## src/include/risc_decode_pkg.sv

```systemverilog
package risc_decode_pkg;

  // ==========================================================
  // Instruction fields and groups
  localparam int INSTR_W = 14;
  localparam logic [1:0] GRP_BYTE = 2'h0;
  localparam logic [1:0] GRP_BIT = 2'h1;
  localparam logic [1:0] GRP_XFER = 2'h2;
  localparam logic [1:0] GRP_LIT = 2'h3;
  // Fixed control words
  localparam logic [13:0] WORD_RETURN_SUB = 14'h0008;
  localparam logic [13:0] WORD_RETURN_IRQ = 14'h0009;
  localparam logic [13:0] WORD_CLEAR_WDOG = 14'h0064;
  localparam logic [13:0] WORD_STANDBY = 14'h0063;
  localparam logic [6:0] CLEAR_ACC_LOW = 7'h03;

  // ==========================================================
  // Flag masks: bit0 C, bit1 digit carry, bit2 Z, bit3 timeout/powerdown
  localparam logic [3:0] FLAGS_NONE = 4'h0;
  localparam logic [3:0] FLAGS_C = 4'h1;
  localparam logic [3:0] FLAGS_Z = 4'h4;
  localparam logic [3:0] FLAGS_CDZ = 4'h7;
  localparam logic [3:0] FLAGS_TOPD = 4'h8;

  // ==========================================================
  // Timing: oscillator periods per instruction cycle
  localparam int OSC_PERIODS_PER_CYCLE = 4;
  localparam logic [1:0] PHASE_LAST = 2'(OSC_PERIODS_PER_CYCLE - 1);
  localparam logic [6:0] TIMER_ZERO_ADDR_DEF = 7'h01;

  // ==========================================================
  // Register map (byte addresses) and reset values
  localparam logic [7:0] OFF_INSTR = 8'h00;
  localparam logic [7:0] OFF_OPERAND = 8'h04;
  localparam logic [7:0] OFF_CTRL = 8'h08;
  localparam logic [7:0] OFF_DECODE = 8'h0C;
  localparam logic [7:0] OFF_LITERAL = 8'h10;
  localparam logic [7:0] OFF_STATUS = 8'h14;
  localparam logic [13:0] INSTR_RESET = 14'h0000;
  localparam logic [7:0] OPERAND_RESET = 8'h00;
  localparam logic CTRL_PRESC_RESET = 1'b0;

  // ==========================================================
  // Types
  typedef enum logic [1:0] {
    ST_IDLE = 2'b00, ST_FIRST = 2'b01, ST_SECOND = 2'b11
  } exec_state_t;

  typedef enum logic [5:0] {
    NO_OPERATION, ADD_ACC_TO_REG, AND_ACC_WITH_REG, CLEAR_REG,
    CLEAR_ACC, INVERT_REG, DECREMENT_REG, DECREMENT_SKIP_ZERO,
    INCREMENT_REG, INCREMENT_SKIP_ZERO, OR_ACC_WITH_REG, MOVE_REG,
    STORE_ACC_TO_REG, ROTATE_LEFT_CARRY, ROTATE_RIGHT_CARRY,
    SUB_ACC_FROM_REG, SWAP_REG_NIBBLES, XOR_ACC_WITH_REG,
    CLEAR_REG_BIT, SET_REG_BIT, TEST_BIT_SKIP_CLEAR, TEST_BIT_SKIP_SET,
    ADD_LITERAL, AND_LITERAL, CALL_SUBROUTINE, CLEAR_WATCHDOG,
    JUMP_ABSOLUTE, OR_LITERAL, LOAD_LITERAL, RETURN_FROM_IRQ,
    RETURN_WITH_LITERAL, RETURN_FROM_SUB, ENTER_STANDBY,
    LITERAL_MINUS_ACC, XOR_LITERAL
  } op_t;

  typedef struct packed {
    op_t op;
    logic dest_reg;
    logic writes_file;
    logic [3:0] flags;
    logic fixed_two;
    logic can_skip;
    logic [6:0] file_addr;
    logic [2:0] bit_sel;
    logic [10:0] literal;
  } decode_t;

endpackage

```

## src/design/risc_instr_decoder.sv

```systemverilog
`timescale 1ns/1ps
`default_nettype none

module risc_instr_decoder
  import risc_decode_pkg::*;
#(
  parameter logic [6:0] TIMER_ZERO_ADDR = TIMER_ZERO_ADDR_DEF
) (
  // Clock and reset
  input wire logic hclk,
  input wire logic hresetn,
  // AHB-Lite slave
  input wire logic hsel,
  input wire logic [31:0] haddr,
  input wire logic [1:0] htrans,
  input wire logic hwrite,
  input wire logic [2:0] hsize,
  input wire logic [31:0] hwdata,
  input wire logic hready,
  output logic hreadyout,
  output logic [31:0] hrdata,
  output logic hresp,
  // Decoded instruction towards the datapath
  output decode_t dec_out,
  output logic two_cycle_out,
  output logic exec_busy,
  output logic cycle_end,
  output logic prescaler_clear
);

  // ==========================================================
  // Bus request decode
  logic dp_wr_reg; // Write data phase pending
  logic [7:0] dp_addr_reg; // Address of pending data phase
  logic [31:0] hrdata_reg; // Read data held for the data phase
  logic [31:0] rd_mux; // Read value for the address phase

  wire addr_take = hsel & hready & htrans[1];
  wire rd_take = addr_take & ~hwrite;
  wire wr_take = addr_take & hwrite;
  wire [7:0] req_addr = haddr[7:0];
  wire size_word = (hsize == 3'h2);

  // ==========================================================
  // Software registers
  logic [13:0] instr_reg; // Word to be decoded
  logic [7:0] operand_reg; // Value of the addressed register
  logic presc_to_timer_reg; // Prescaler assigned to timer
  logic start_pend_reg; // Instruction written, not yet begun
  logic [7:0] exec_count_reg; // Completed instructions

  // ==========================================================
  // Sequencer state
  exec_state_t state_reg;
  exec_state_t state_next;
  logic [1:0] phase_reg; // Oscillator period within a cycle
  decode_t dec_reg; // Decode latched at start
  logic two_cycle_reg; // Current instruction needs two cycles
  logic skip_reg; // Skip was taken
  logic presc_clr_reg; // Prescaler clear pulse
  logic start_reg; // One-cycle start strobe

  wire busy = (state_reg != ST_IDLE) | start_pend_reg | start_reg;
  wire wr_data = dp_wr_reg;
  wire wr_instr = wr_data & (dp_addr_reg == OFF_INSTR) & ~busy;
  wire wr_operand = wr_data & (dp_addr_reg == OFF_OPERAND);
  wire wr_ctrl = wr_data & (dp_addr_reg == OFF_CTRL);
  wire period_last = (phase_reg == PHASE_LAST);
  wire cyc_end = (state_reg != ST_IDLE) & period_last;

  // ==========================================================
  // Instruction fields
  wire [1:0] grp = instr_reg[13:12];
  wire [3:0] sub = instr_reg[11:8];
  wire dbit = instr_reg[7];
  wire [6:0] faddr = instr_reg[6:0];
  wire [2:0] bsel = instr_reg[9:7];
  wire nop_pattern = (instr_reg[13:7] == 7'h00) &
                     (instr_reg[4:0] == 5'h00);
  decode_t dec_comb;

  // Main instruction decode
  always_comb begin
    dec_comb = '0;
    dec_comb.op = NO_OPERATION;
    dec_comb.file_addr = faddr;
    dec_comb.bit_sel = bsel;
    dec_comb.literal = instr_reg[10:0];
    case (grp)
      // Byte-oriented file register operations
      GRP_BYTE: begin
        dec_comb.dest_reg = dbit;
        dec_comb.writes_file = dbit;
        case (sub)
          4'h0: begin
            if (dbit) begin
              // Store accumulator, no flags
              dec_comb.op = STORE_ACC_TO_REG;
            end else if (instr_reg == WORD_RETURN_SUB) begin
              dec_comb.op = RETURN_FROM_SUB;
              dec_comb.fixed_two = 1'b1;
            end else if (instr_reg == WORD_RETURN_IRQ) begin
              dec_comb.op = RETURN_FROM_IRQ;
              dec_comb.fixed_two = 1'b1;
            end else if (instr_reg == WORD_CLEAR_WDOG) begin
              dec_comb.op = CLEAR_WATCHDOG;
              dec_comb.flags = FLAGS_TOPD;
            end else if (instr_reg == WORD_STANDBY) begin
              dec_comb.op = ENTER_STANDBY;
              dec_comb.flags = FLAGS_TOPD;
            end else if (nop_pattern) begin
              // Bits 6:5 ignored
              dec_comb.op = NO_OPERATION;
            end else begin
              // Unlisted word
              dec_comb.op = NO_OPERATION;
            end
          end
          4'h1: begin
            if (dbit) begin
              dec_comb.op = CLEAR_REG;
              dec_comb.flags = FLAGS_Z;
            end else if (faddr == CLEAR_ACC_LOW) begin
              dec_comb.op = CLEAR_ACC;
              dec_comb.flags = FLAGS_Z;
            end else begin
              dec_comb.op = NO_OPERATION;
            end
          end
          4'h2: begin
            dec_comb.op = SUB_ACC_FROM_REG;
            dec_comb.flags = FLAGS_CDZ;
          end
          4'h3: begin
            dec_comb.op = DECREMENT_REG;
            dec_comb.flags = FLAGS_Z;
          end
          4'h4: begin
            dec_comb.op = OR_ACC_WITH_REG;
            dec_comb.flags = FLAGS_Z;
          end
          4'h5: begin
            dec_comb.op = AND_ACC_WITH_REG;
            dec_comb.flags = FLAGS_Z;
          end
          4'h6: begin
            dec_comb.op = XOR_ACC_WITH_REG;
            dec_comb.flags = FLAGS_Z;
          end
          4'h7: begin
            dec_comb.op = ADD_ACC_TO_REG;
            dec_comb.flags = FLAGS_CDZ;
          end
          4'h8: begin
            dec_comb.op = MOVE_REG;
            dec_comb.flags = FLAGS_Z;
          end
          4'h9: begin
            dec_comb.op = INVERT_REG;
            dec_comb.flags = FLAGS_Z;
          end
          4'hA: begin
            dec_comb.op = INCREMENT_REG;
            dec_comb.flags = FLAGS_Z;
          end
          4'hB: begin
            dec_comb.op = DECREMENT_SKIP_ZERO;
            dec_comb.can_skip = 1'b1;
          end
          4'hC: begin
            dec_comb.op = ROTATE_RIGHT_CARRY;
            dec_comb.flags = FLAGS_C;
          end
          4'hD: begin
            dec_comb.op = ROTATE_LEFT_CARRY;
            dec_comb.flags = FLAGS_C;
          end
          4'hE: begin
            dec_comb.op = SWAP_REG_NIBBLES;
          end
          4'hF: begin
            dec_comb.op = INCREMENT_SKIP_ZERO;
            dec_comb.can_skip = 1'b1;
          end
          default: begin
            dec_comb.dest_reg = 1'b0;
            dec_comb.writes_file = 1'b0;
          end
        endcase
      end
      // Bit-oriented file register operations
      GRP_BIT: begin
        case (instr_reg[11:10])
          2'h0: begin
            dec_comb.op = CLEAR_REG_BIT;
            dec_comb.writes_file = 1'b1;
            dec_comb.dest_reg = 1'b1;
          end
          2'h1: begin
            dec_comb.op = SET_REG_BIT;
            dec_comb.writes_file = 1'b1;
            dec_comb.dest_reg = 1'b1;
          end
          2'h2: begin
            dec_comb.op = TEST_BIT_SKIP_CLEAR;
            dec_comb.can_skip = 1'b1;
          end
          default: begin
            dec_comb.op = TEST_BIT_SKIP_SET;
            dec_comb.can_skip = 1'b1;
          end
        endcase
      end
      // Program transfers, 11-bit target
      GRP_XFER: begin
        dec_comb.fixed_two = 1'b1;
        if (instr_reg[11]) begin
          dec_comb.op = JUMP_ABSOLUTE;
        end else begin
          dec_comb.op = CALL_SUBROUTINE;
        end
      end
      // Literal operations, 8-bit literal
      default: begin
        dec_comb.literal = {3'h0, instr_reg[7:0]};
        casez (sub)
          4'b00??: dec_comb.op = LOAD_LITERAL;
          4'b01??: begin
            dec_comb.op = RETURN_WITH_LITERAL;
            dec_comb.fixed_two = 1'b1;
          end
          4'b110?: begin
            dec_comb.op = LITERAL_MINUS_ACC;
            dec_comb.flags = FLAGS_CDZ;
          end
          4'b111?: begin
            dec_comb.op = ADD_LITERAL;
            dec_comb.flags = FLAGS_CDZ;
          end
          4'b1000: begin
            dec_comb.op = OR_LITERAL;
            dec_comb.flags = FLAGS_Z;
          end
          4'b1001: begin
            dec_comb.op = AND_LITERAL;
            dec_comb.flags = FLAGS_Z;
          end
          4'b1010: begin
            dec_comb.op = XOR_LITERAL;
            dec_comb.flags = FLAGS_Z;
          end
          default: dec_comb.op = NO_OPERATION;
        endcase
      end
    endcase
  end

  // ==========================================================
  // Skip condition and prescaler hit
  wire tested_bit = operand_reg[bsel];
  wire skip_now = (dec_comb.op == DECREMENT_SKIP_ZERO &&
                   operand_reg == 8'h01) ||
                  (dec_comb.op == INCREMENT_SKIP_ZERO &&
                   operand_reg == 8'hFF) ||
                  (dec_comb.op == TEST_BIT_SKIP_CLEAR &&
                   !tested_bit) ||
                  (dec_comb.op == TEST_BIT_SKIP_SET && tested_bit);
  wire two_now = dec_comb.fixed_two |
                 (dec_comb.can_skip & skip_now);
  wire timer_hit = dec_comb.writes_file &
                   (faddr == TIMER_ZERO_ADDR) &
                   presc_to_timer_reg;

  // Next sequencer state
  always_comb begin
    state_next = state_reg;
    case (state_reg)
      ST_IDLE: begin
        if (start_reg) begin
          state_next = ST_FIRST;
        end
      end
      ST_FIRST: begin
        if (period_last) begin
          state_next = two_cycle_reg ? ST_SECOND : ST_IDLE;
        end
      end
      ST_SECOND: begin
        if (period_last) begin
          state_next = ST_IDLE;
        end
      end
      default: state_next = ST_IDLE;
    endcase
  end

  // Sequencer and period divider
  always_ff @(posedge hclk or negedge hresetn) begin
    if (!hresetn) begin
      state_reg <= ST_IDLE;
      phase_reg <= 2'h0;
    end else begin
      state_reg <= state_next;
      // Four oscillator periods per cycle
      phase_reg <= (state_reg == ST_IDLE) ? 2'h0 :
                   phase_reg + 2'h1;
    end
  end

  // Latch decode when execution begins
  always_ff @(posedge hclk or negedge hresetn) begin
    if (!hresetn) begin
      dec_reg <= '0;
      two_cycle_reg <= 1'b0;
      skip_reg <= 1'b0;
      presc_clr_reg <= 1'b0;
    end else begin
      presc_clr_reg <= start_reg & timer_hit;
      if (start_reg) begin
        dec_reg <= dec_comb;
        two_cycle_reg <= two_now;
        skip_reg <= dec_comb.can_skip & skip_now;
      end
    end
  end

  // Start handshake and completion count
  always_ff @(posedge hclk or negedge hresetn) begin
    if (!hresetn) begin
      start_pend_reg <= 1'b0;
      start_reg <= 1'b0;
      exec_count_reg <= 8'h00;
    end else begin
      start_pend_reg <= wr_instr;
      start_reg <= start_pend_reg;
      if (cyc_end && state_next == ST_IDLE) begin
        exec_count_reg <= exec_count_reg + 8'h01;
      end
    end
  end

  // ==========================================================
  // Register writes
  always_ff @(posedge hclk or negedge hresetn) begin
    if (!hresetn) begin
      instr_reg <= INSTR_RESET;
      operand_reg <= OPERAND_RESET;
      presc_to_timer_reg <= CTRL_PRESC_RESET;
    end else begin
      if (wr_instr) begin
        instr_reg <= hwdata[13:0];
      end
      if (wr_operand) begin
        operand_reg <= hwdata[7:0];
      end
      if (wr_ctrl) begin
        presc_to_timer_reg <= hwdata[0];
      end
    end
  end

  // Read value selection
  wire [31:0] rd_decode = {6'h00, dec_reg.op, dec_reg.flags,
                           dec_reg.dest_reg, dec_reg.writes_file,
                           dec_reg.can_skip, dec_reg.fixed_two,
                           1'b0, dec_reg.bit_sel, 1'b0,
                           dec_reg.file_addr};
  wire [31:0] rd_status = {16'h0000, exec_count_reg, 2'h0, phase_reg,
                           state_reg, skip_reg, busy};
  always_comb begin
    case (req_addr)
      OFF_INSTR: rd_mux = {18'h00000, instr_reg};
      OFF_OPERAND: rd_mux = {24'h000000, operand_reg};
      OFF_CTRL: rd_mux = {31'h00000000, presc_to_timer_reg};
      OFF_DECODE: rd_mux = rd_decode;
      OFF_LITERAL: rd_mux = {21'h000000, dec_reg.literal};
      OFF_STATUS: rd_mux = rd_status;
      default: rd_mux = 32'h00000000;
    endcase
  end

  // Bus address phase capture
  always_ff @(posedge hclk or negedge hresetn) begin
    if (!hresetn) begin
      dp_wr_reg <= 1'b0;
      dp_addr_reg <= 8'h00;
      hrdata_reg <= 32'h00000000;
    end else begin
      dp_wr_reg <= wr_take & size_word;
      dp_addr_reg <= req_addr;
      if (rd_take) begin
        hrdata_reg <= rd_mux;
      end
    end
  end

  // ==========================================================
  // Outputs
  assign hreadyout = 1'b1;
  assign hresp = 1'b0;
  assign hrdata = hrdata_reg;
  assign dec_out = dec_reg;
  assign two_cycle_out = two_cycle_reg;
  assign exec_busy = busy;
  assign cycle_end = cyc_end;
  assign prescaler_clear = presc_clr_reg;
endmodule

`default_nettype wire

```

## config.mk

```make
export PLATFORM = sky130hd
export DESIGN_NAME = risc_instr_decoder
export DESIGN_NICKNAME = d
export VERILOG_FILES = /design/src/include/risc_decode_pkg.sv /design/src/design/risc_instr_decoder.sv
export SDC_FILE = /design/constraint.sdc
export NUM_CORES = 1
export LEC_CHECK = 0
export BUFFER_PORTS_ARGS = -buffer_cell sky130_fd_sc_hd__buf_2
export CAP_MARGIN = 20
export CORE_ASPECT_RATIO = 2
export CORE_MARGIN = 4
export CORE_UTILIZATION = 40
export CTS_BUF_LIST = sky130_fd_sc_hd__clkbuf_8
export DETAILED_ROUTE_END_ITERATION = 7
export GPL_TIMING_DRIVEN = 0
export PLACE_DENSITY = 0.7
export SLEW_MARGIN = 5
export SYNTH_ARGS = -nofsm -noshare
export SYNTH_HDL_FRONTEND = slang
export SYNTH_SLANG_ARGS = --single-unit
```

## constraint.sdc

```tcl
create_clock -name hclk -period 2.3 [get_ports hclk]
set_input_delay 0.115 -clock hclk [delete_from_list [all_inputs] [get_ports hclk]]
set_output_delay 0.115 -clock hclk [all_outputs]
set_load 0.03 [all_outputs]
```

==> results_dict.tcl, run 1 <==
set metrics [dict create \
    status "finished, final reports clean" \
    first_iter_violations 266 \
    cap_violations 0 \
    cp-end-kind "flip-flop" \
    diodes 0 \
    gp_congestion 0.928 \
    setup_violations 0 \
    ios 147 \
    finalCriticalPeriod_ns 2.29 \
    power_density_nw_per_um2 460 \
    clk_pin_slew_ns 0.10 \
    rows 58 \
    drc 0 \
    synth_area_per_cell_um2 10.2 \
    ir_drop_uv 331 \
    synthDistinctLibCells 68 \
    dieArea_um2 14700 \
    worst-path-buf-inv 0 \
    grtUsageMet3 0.0266 \
    final_cell_mix "buf_2, dfrtp_1, nand2_1" \
    grt_util_met1 0.226 \
    worst_pin_slew_ns 0.641 \
    design.core.area_um2 12500 \
    crit_fanout 8 \
    hold_viol 0 \
    cpMaxStageDelayCell "or4b_1" \
    startpoint "instr_reg[0]" \
    arrival_ns 2.52 \
    slew_headroom 0.573 \
    grt_max_degree 73 \
    cts_made_buffers 9 \
    ys.flop_type "dfrtp_1" \
    syn_to_final_growth_pct 29.0 \
    synth_edf_count 0 \
    slew_viol_final 0 \
    period_share 0.996 \
    cts_tree "done" \
    ctsLongestPathBuffers 2 \
    ant_nets 0 \
    cp_num_cells 7 \
    min_from "hwdata[0]" \
    die_w_um 87.7 \
    ys_seq_area_frac 0.497 \
    path_class "reg2reg" \
    crit_chain "or4b_1 > o22ai_2 > a21oi_2 > o31ai_2 > o21bai_1 > a2bb2oi_2 > o221ai_2" \
    rsz0062_at_grt "true" \
    skew_ns 0.00549 \
    viasPerCell 5.52 \
    layout_commonest_cell "buf_2" \
    syn_area_um2 5080 \
    clock-root-buffer "clkbuf_8" \
    reg2reg_from "instr_reg[0]" \
    wl_per_cell_um 18.4 \
    p_leak_nw 3.10 \
    max_stage_delay_ns 0.54 \
    firstDrtPassIters 5 \
    grt_overflow 0 \
    dr_total_vias 4485 \
    reg2reg_depth 7 \
    start_util 0.407 \
    grt_busiest_layer "met2" \
    yosys_warnings 0 \
    io_buffers 95 \
    grt_pass1_wl_mm 23.7 \
    multiInputGateArea_um2 2400 \
    grt_pass1_vias 4464 \
    regArea_um2 2540 \
    grt_usage 0.210 \
    fin_nets 737 \
    final.setup.worst_slack_ns 0.00959 \
    whs_path_depth 2 \
    dp_hpwl_mm 11.2 \
    cts_sinks 101 \
    hold_path.class "in2reg" \
    fillers 1152 \
    async_flop_share 1.00 \
    setup_tns_ns 0 \
    clock_latency_ns 0.37 \
    die_h_um 167 \
    ys_seq_elements 101 \
    met2_usage 0.374 \
    critPathLaunchType "flip-flop" \
    h-tree-depth 3 \
    antenna_found_initial 0 \
    crit_family "compound AO/OA/AOI/OAI gates" \
    max_freq_mhz 437 \
    cp_data_required_time_ns 2.53 \
    post-place-ws_ns -0.386 \
    drt-total-wl_mm 14.9 \
    drive_above_1_share 0.367 \
    syn_inst 497 \
]
-- path summary, 6_finish.rpt --
| path | endpoint | slack [ns] |
|---|---|---|
| worst max-delay path | two_cycle_out | 0.01 |
| worst min-delay path | operand_reg[0] | 0.02 |
| max in group asynchronous | instr_reg[6] | 1.36 |
| worst max register to register | two_cycle_out | 0.01 |
| min in group asynchronous | hrdata[17] | 0.22 |
| worst min register to register | start_reg | 0.40 |
-- worst register-to-register path: stages, from the launching register on --
cell	delay [ns]
dfrtp_2	0.48
or4b_1	0.54
o22ai_2	0.17
a21oi_2	0.12
o31ai_2	0.29
o21bai_1	0.18
a2bb2oi_2	0.26
o221ai_2	0.11
-- metrics by stage --
stage	power [W]	utilization	area (µm²)	std cells	hold WS, ns
after detailed placement	0.00198	0.465	5800	749	0.0822
after global placement	0.00197	0.462	5770	748	0.243
after global routing	0.00313	0.525	6560	812	0.00857
after CTS	0.00304	0.508	6330	793	0.00460
final	0.00302	0.525	6560	812	0.0234
after floorplan	0.00189	-	5110	503	-0.181
-- cell usage after synthesis, types with 2 or more instances --
library cell | n | area (µm²)
nand3b_1 | 3 | 22.5
a21oi_1 | 16 | 80.1
or4_1 | 3 | 22.5
and3_1 | 5 | 31.3
nor4_1 | 5 | 31.3
inv_1 | 12 | 45.0
a22o_1 | 4 | 35.0
nor4b_1 | 2 | 17.5
clkbuf_1 | 18 | 67.6
nor2_1 | 28 | 105
a22oi_1 | 3 | 22.5
a31oi_1 | 5 | 31.3
nor2b_1 | 12 | 75.1
nor3b_1 | 2 | 15.0
a31o_2 | 3 | 26.3
xnor2_1 | 8 | 70.1
o22ai_1 | 3 | 18.8
buf_1 | 2 | 7.51
buf_2 | 9 | 45.0
and2_1 | 3 | 18.8
a211oi_1 | 2 | 15.0
a32oi_1 | 2 | 17.5
a221oi_1 | 3 | 26.3
or4b_1 | 3 | 30.0
mux2i_1 | 4 | 40.0
conb_1 | 2 | 7.51
nor3_1 | 6 | 30.0
or3_1 | 2 | 12.5
mux2_2 | 33 | 372
a21boi_0 | 6 | 45.0
or2_2 | 2 | 12.5
ha_1 | 6 | 75.1
nand2b_1 | 3 | 18.8
dfrtp_1 | 101 | 2530
buf_4 | 18 | 135
and4b_1 | 2 | 20.0
nand2_1 | 62 | 233
o21ai_0 | 45 | 225
nand4_1 | 5 | 31.3
mux4_2 | 2 | 45.0
nand3_1 | 7 | 35.0
a222oi_1 | 9 | 90.1
-- area by class of cell --
cell class | instances | share of cell area
flip-flops and latches | 101 | 0.387
multi-input cells | 342 | 0.366
repair buffers | 145 | 0.142
plain buffers | 46 | 0.0422
well taps | 150 | 0.0286
clock buffers | 9 | 0.0189
clock inverters | 7 | 0.00801
inverters | 12 | 0.00687
-- timing repair --
item,in CTS,in global routing
pin swaps,10,9
resized for setup,20,26
setup buffers,5,20
setup endpoints to repair,14,19
endpoints found under the hold margin,56,0
hold buffers,24,0
cloned,0,0
-- logic make-up after synthesis --
kind of cell | after synthesis | share of synthesized area
simple gates | 162 | 0.164
compound gates | 117 | 0.154
flops | 101 | 0.497
buf+inv | 60 | 0.0613
mux | 39 | 0.0898
xor+xnor | 9 | 0.0155
fa+ha+maj | 7 | 0.0167
other cells | 2 | 0.00148
-- routing by layer --
layer | routed length, µm | part of all wire | vias to the layer above
met1 | 5180 | 0.35 | 2183
met3 | 674 | 0.045 | 53
met4 | 830 | 0.056 | 0
met5 | 0 | 0 | -
met2 | 8220 | 0.55 | 156
li1 | - | - | 2093
-- power breakdown --
group | internal (W) | switching (W)
clock | 0.000396 | 0.000637
combinational | 0.0000782 | 0.0000950
sequential | 0.00179 | 0.0000183
(Power assumes the default switching activity.)
==> run 2: changes to the inputs <==
CORE_UTILIZATION = 55   (was 40)
CTS_CLUSTER_SIZE = 16   (was not set)
PLACE_DENSITY = 0.87   (was 0.7)
clock period = 2.8 ns   (was 2.3 ns; I/O delays follow)
==> results_dict.tcl, run 2 (same netlist as run 1, synthesis figures left out) <==
set metrics [dict create \
    startpoint "instr_reg[2]" \
    ant_nets 0 \
    path_class "reg2reg" \
    drc 0 \
    max_freq_mhz 377 \
    pwr-share-seq 0.581 \
    dp_hpwl_mm 10.7 \
    period_share 0.946 \
    final_cell_mix "buf_2, dfrtp_1, nand2_1" \
    diodes 0 \
    design.core.area_um2 9010 \
    ios 147 \
    clock_latency_ns 0.38 \
    cp-end-kind "flip-flop" \
    postCtsSetupRepairBufs 0 \
    layout_commonest_cell "buf_2" \
    cts_sinks 101 \
    worst_pin_slew_ns 0.644 \
    cap_violations 0 \
    clk_pin_slew_ns 0.09 \
    p_sw_w 0.000597 \
    first_iter_violations 458 \
    antenna_found_initial 0 \
    slew_viol_final 0 \
    dr_total_vias 4395 \
    slew_headroom 0.565 \
    cts_tree "done" \
    ir_drop_uv 345 \
    cp_data_required_time_ns 3.02 \
    power_density_nw_per_um2 420 \
    switching_share 0.233 \
    power.total_w 0.00256 \
    syn_to_final_growth_pct 20.0 \
    r2r_slack_ns 0.15 \
    finalCriticalPeriod_ns 2.65 \
    cts_made_buffers 9 \
    drt-total-wl_mm 14.3 \
    firstDrtPassIters 6 \
    grt_pass1_vias 4467 \
    gp_congestion 0.932 \
    die_h_um 144 \
    clock-root-buffer "clkbuf_8" \
    fillers 704 \
    grt_overflow 0 \
    setup_violations 0 \
    timing.hold.ws_ns 0.000760 \
    skew_ns 0.0132 \
    grt_pass1_wl_mm 23.2 \
    h-tree-depth 3 \
    start_util 0.564 \
    rows 49 \
    combPwrFrac 0.051 \
    hold_path.class "in2reg" \
    fin_nets 705 \
    viasPerCell 6.00 \
    rsz0062_at_grt "false" \
    ctsLongestPathBuffers 2 \
    p_leak_nw 2.96 \
    hold_viol 0 \
    place_inst 701 \
    grt_usage 0.266 \
    min_from "hsize[0]" \
    status "finished, final reports clean" \
    power.internal_w 0.00196 \
    layoutNonFillerInstCount 732 \
    drive_above_1_share 0.297 \
    setup_tns_ns 0 \
    dieArea_um2 10900 \
    wl_per_cell_um 19.5 \
    critPathLaunchType "flip-flop" \
    pwr-share-clk 0.368 \
    io_buffers 95 \
    crit_fanout 9 \
    die_w_um 76.0 \
    grt_max_degree 72 \
    arrival_ns 2.87 \
    reg2reg_from "instr_reg[2]" \
]
[run 2: metrics by stage]
stage          worst slack, ns  instance area, µm²   util
4_1_cts                 0.0265                6090  0.676
3_3_place_gp            0.0105                5710  0.633
2_1_floorplan            0.504                5110      -
6_report                 0.150                6100  0.677
3_5_place_dp            0.0690                5740  0.637
5_1_grt                 0.0573                6100  0.677
[run 2: routing by layer]
metal | vias to the layer above | share of wire | global-route usage
met1 | 2144 | 0.36 | 0.296
met4 | 0 | 0.060 | 0.167
met3 | 55 | 0.054 | 0.0420
met5 | - | 0 | 0
met2 | 182 | 0.53 | 0.468
li1 | 2014 | - | -
[run 2: worst paths after layout]
path	cells after the start	endpoint
worst max register to register	7	two_cycle_out
worst max-delay path	7	two_cycle_out
worst min register to register	0	start_reg
max in group asynchronous	3	instr_reg[11]
min in group asynchronous	2	instr_reg[0]
worst min-delay path	3	dp_wr_reg
[run 2: cell type report]
class / count / area (µm²) / area share
Buffer: 48 / 268 / 0.0439
Multi-Input combinational cell: 342 / 2280 / 0.373
Sequential cell: 101 / 2530 / 0.414
Timing Repair Buffer: 111 / 656 / 0.107
Inverter: 12 / 45.0 / 0.00738
Clock inverter: 6 / 62.6 / 0.0103
Tap cell: 102 / 128 / 0.0209
Clock buffer: 10 / 138 / 0.0226
[run 2: power groups by stage]
stage	logic [W]	clock network, W	registers (W)
5_1_grt	0.000146	0.00100	0.00149
3_5_place_dp	0.000115	0	0.00151
4_1_cts	0.000131	0.000947	0.00148
2_1_floorplan	0.0000471	0	0.00151
3_3_place_gp	0.000106	0	0.00151
6_report	0.000131	0.000942	0.00149
[run 2: what timing repair did]
item                                    4_1_cts  5_1_grt
endpoints found under the hold margin        44        0
gates resized for setup                       0        3
endpoints found under the setup margin        0        4
hold buffers                                 15        0
[run 2: worst max-delay path, stage by stage (launching register included)]
cell and delay [ns]:
dfrtp_1 0.49, or4b_1 0.58, o22ai_1 0.24, a21oi_1 0.19, o31a_1 0.38, xnor2_1 0.15
a2bb2oi_1 0.33, o221ai_2 0.13
==> run 3: changes to the inputs <==
ABC_AREA = 1   (was not set)
BUFFER_PORTS_ARGS = not set   (was -buffer_cell sky130_fd_sc_hd__buf_2)
DONT_BUFFER_PORTS = 1   (was not set)
PLACE_DENSITY = 0.73   (was 0.87)
==> results_dict.tcl, run 3 <==
set metrics [dict create \
    status "finished, final reports clean" \
    ios 147 \
    clk_pin_slew_ns 0.10 \
    synth_area_per_cell_um2 7.93 \
    placed_cell_area_um2 5320 \
    gp_congestion 0.945 \
    worst_pin_slew_ns 0.841 \
    finalCriticalPeriod_ns 2.32 \
    max_freq_mhz 432 \
    die_h_um 145 \
    grt_usage 0.289 \
    grt_max_degree 102 \
    min_from "hwrite" \
    cts_tree "done" \
    synth_top_area_share 0.489 \
    post-place-ws_ns 0.508 \
    diodes 0 \
    drt-total-wl_mm 15.3 \
    hold_path.class "in2reg" \
    design.core.area_um2 9070 \
    clock_latency_ns 0.38 \
    syn_area_um2 5170 \
    async_flop_share 1.00 \
    dp_hpwl_mm 11.8 \
    yosys_warnings 0 \
    viasPerCell 5.68 \
    start_util 0.569 \
    final_area_um2 5760 \
    syn_inst 652 \
    synthTopCellsByCount "nand2_1, dfrtp_1, inv_1, o21ai_0, nor2_1" \
    setup_tns_ns 0 \
    drive_above_1_share 0.0829 \
    critPathLaunchType "flip-flop" \
    synthDistinctLibCells 38 \
    first_iter_violations 220 \
    rsz0062_at_grt "false" \
    final.setup.worst_slack_ns 0.484 \
    setup_violations 0 \
    slew_viol_final 0 \
    h-tree-depth 3 \
    period_share 0.827 \
    grt_overflow 0 \
    ys_top_cells_by_area "dfrtp_1, nand2_1, o21ai_0, inv_1, nor2_1" \
    synth_top_area_cell "dfrtp_1" \
    cp-end-kind "flip-flop" \
    power_density_nw_per_um2 461 \
    rows 49 \
    cts_made_buffers 9 \
    synth_edf_count 0 \
    power.total_w 0.00266 \
    syn_to_final_growth_pct 11.5 \
    dr_total_vias 4553 \
    layout_commonest_cell "nand2_1" \
    hold_viol 0 \
    arrival_ns 2.62 \
    cp_data_required_time_ns 3.10 \
    fin_nets 775 \
    final_cell_mix "nand2_1, dfrtp_1, inv_1" \
    postCtsSetupRepairBufs 0 \
    antenna_found_initial 0 \
    firstDrtPassIters 4 \
    die_w_um 76.5 \
    grt_pass1_vias 4596 \
    crit_fanout 6 \
    ctsLongestPathBuffers 2 \
    cap_violations 0 \
    clock-root-buffer "clkbuf_8" \
    yosysMostFrequentCell "nand2_1" \
    drc 0 \
    p_leak_nw 2.86 \
    ir_drop_uv 272 \
    reg2reg_from "instr_reg[13]" \
    cts_sinks 101 \
    ant_nets 0 \
    slew_headroom 0.435 \
    startpoint "instr_reg[13]" \
    timing.hold.ws_ns 0.133 \
    wl_per_cell_um 19.0 \
    ys.flop_type "dfrtp_1" \
    ys_seq_area_frac 0.489 \
    ys_seq_elements 101 \
    path_class "reg2reg" \
    grt_pass1_wl_mm 24.8 \
    io_buffers 0 \
    dieArea_um2 11100 \
    skew_ns 0.0107 \
]
-- run 3: cell count changes after synthesis, moves of 8 or more --
| cell | change |
|---|---|
| a222oi_1 | -9 |
| inv_1 | +65 |
| mux2_2 | -33 |
| nand2_1 | +133 |
| nand3_1 | +17 |
| nor2_1 | +13 |
| nor2b_1 | -12 |
| o21ai_0 | +15 |
| o31ai_1 | +9 |
| xnor2_1 | -8 |
-- run 3: power by group --
part | switching, W | internal (W)
Sequential | 0.0000482 | 0.00151
Combinational | 0.000191 | 0.0000916
Clock | 0.000497 | 0.000320
-- run 3: cell type report --
cell class | count | area, µm²
sequential | 101 | 2530
inverter | 83 | 312
clock inverter | 7 | 43.8
fill | 853 | 3310
timing repair buffer | 26 | 278
multi-input combinational | 438 | 2140
clock buffer | 9 | 124
tap | 102 | 128
buffer | 36 | 210
-- run 3: final timing paths --
path                                    end  slack [ns]  cells past startpoint
worst min-delay path             hrdata[16]        0.13                      3
worst max register to register     skip_reg        0.48                     14
worst min register to register    start_reg        0.44                      0
min in group asynchronous        dec_out[9]        0.36                      2
max in group asynchronous       dec_out[15]        2.07                      2
worst max-delay path               skip_reg        0.48                     14
-- run 3: kinds of logic after synthesis --
group,Yosys count,synth area share
compound gates,116,0.132
xor+xnor,7,0.0119
fa+ha+maj,6,0.0145
buf+inv,119,0.101
flops,101,0.489
other cells,2,0.00145
simple gates,301,0.250
-- run 3: per-stage QoR --
stage	cells	util
2_1_floorplan	658	-
3_3_place_gp	760	0.586
3_5_place_dp	760	0.586
4_1_cts	802	0.635
5_1_grt	802	0.635
6_report	802	0.635
-- run 3: worst max-delay path: stages (launching register included) --
cell	delay, ns
dfrtp_1	0.41
inv_1	0.15
ha_1	0.33
inv_1	0.20
nor2_4	0.16
nand2_2	0.09
nand3_1	0.10
nand3_1	0.08
nand2_1	0.11
nand2_1	0.09
nand2_2	0.13
nand2_1	0.07
nand2_1	0.09
nand3_1	0.09
o21bai_1	0.15
-- run 3: per-layer routing --
metal,GRT usage,part of all wire,vias up
li1,-,-,2169
met1,0.306,0.35,2168
met2,0.538,0.56,168
met3,0.0428,0.047,48
met4,0.159,0.048,0
met5,0,0,-
-- run 3: repair_timing --
item,in CTS,in global routing
endpoints found under the hold margin,133,0
gates resized for setup,0,0
hold buffers,26,0
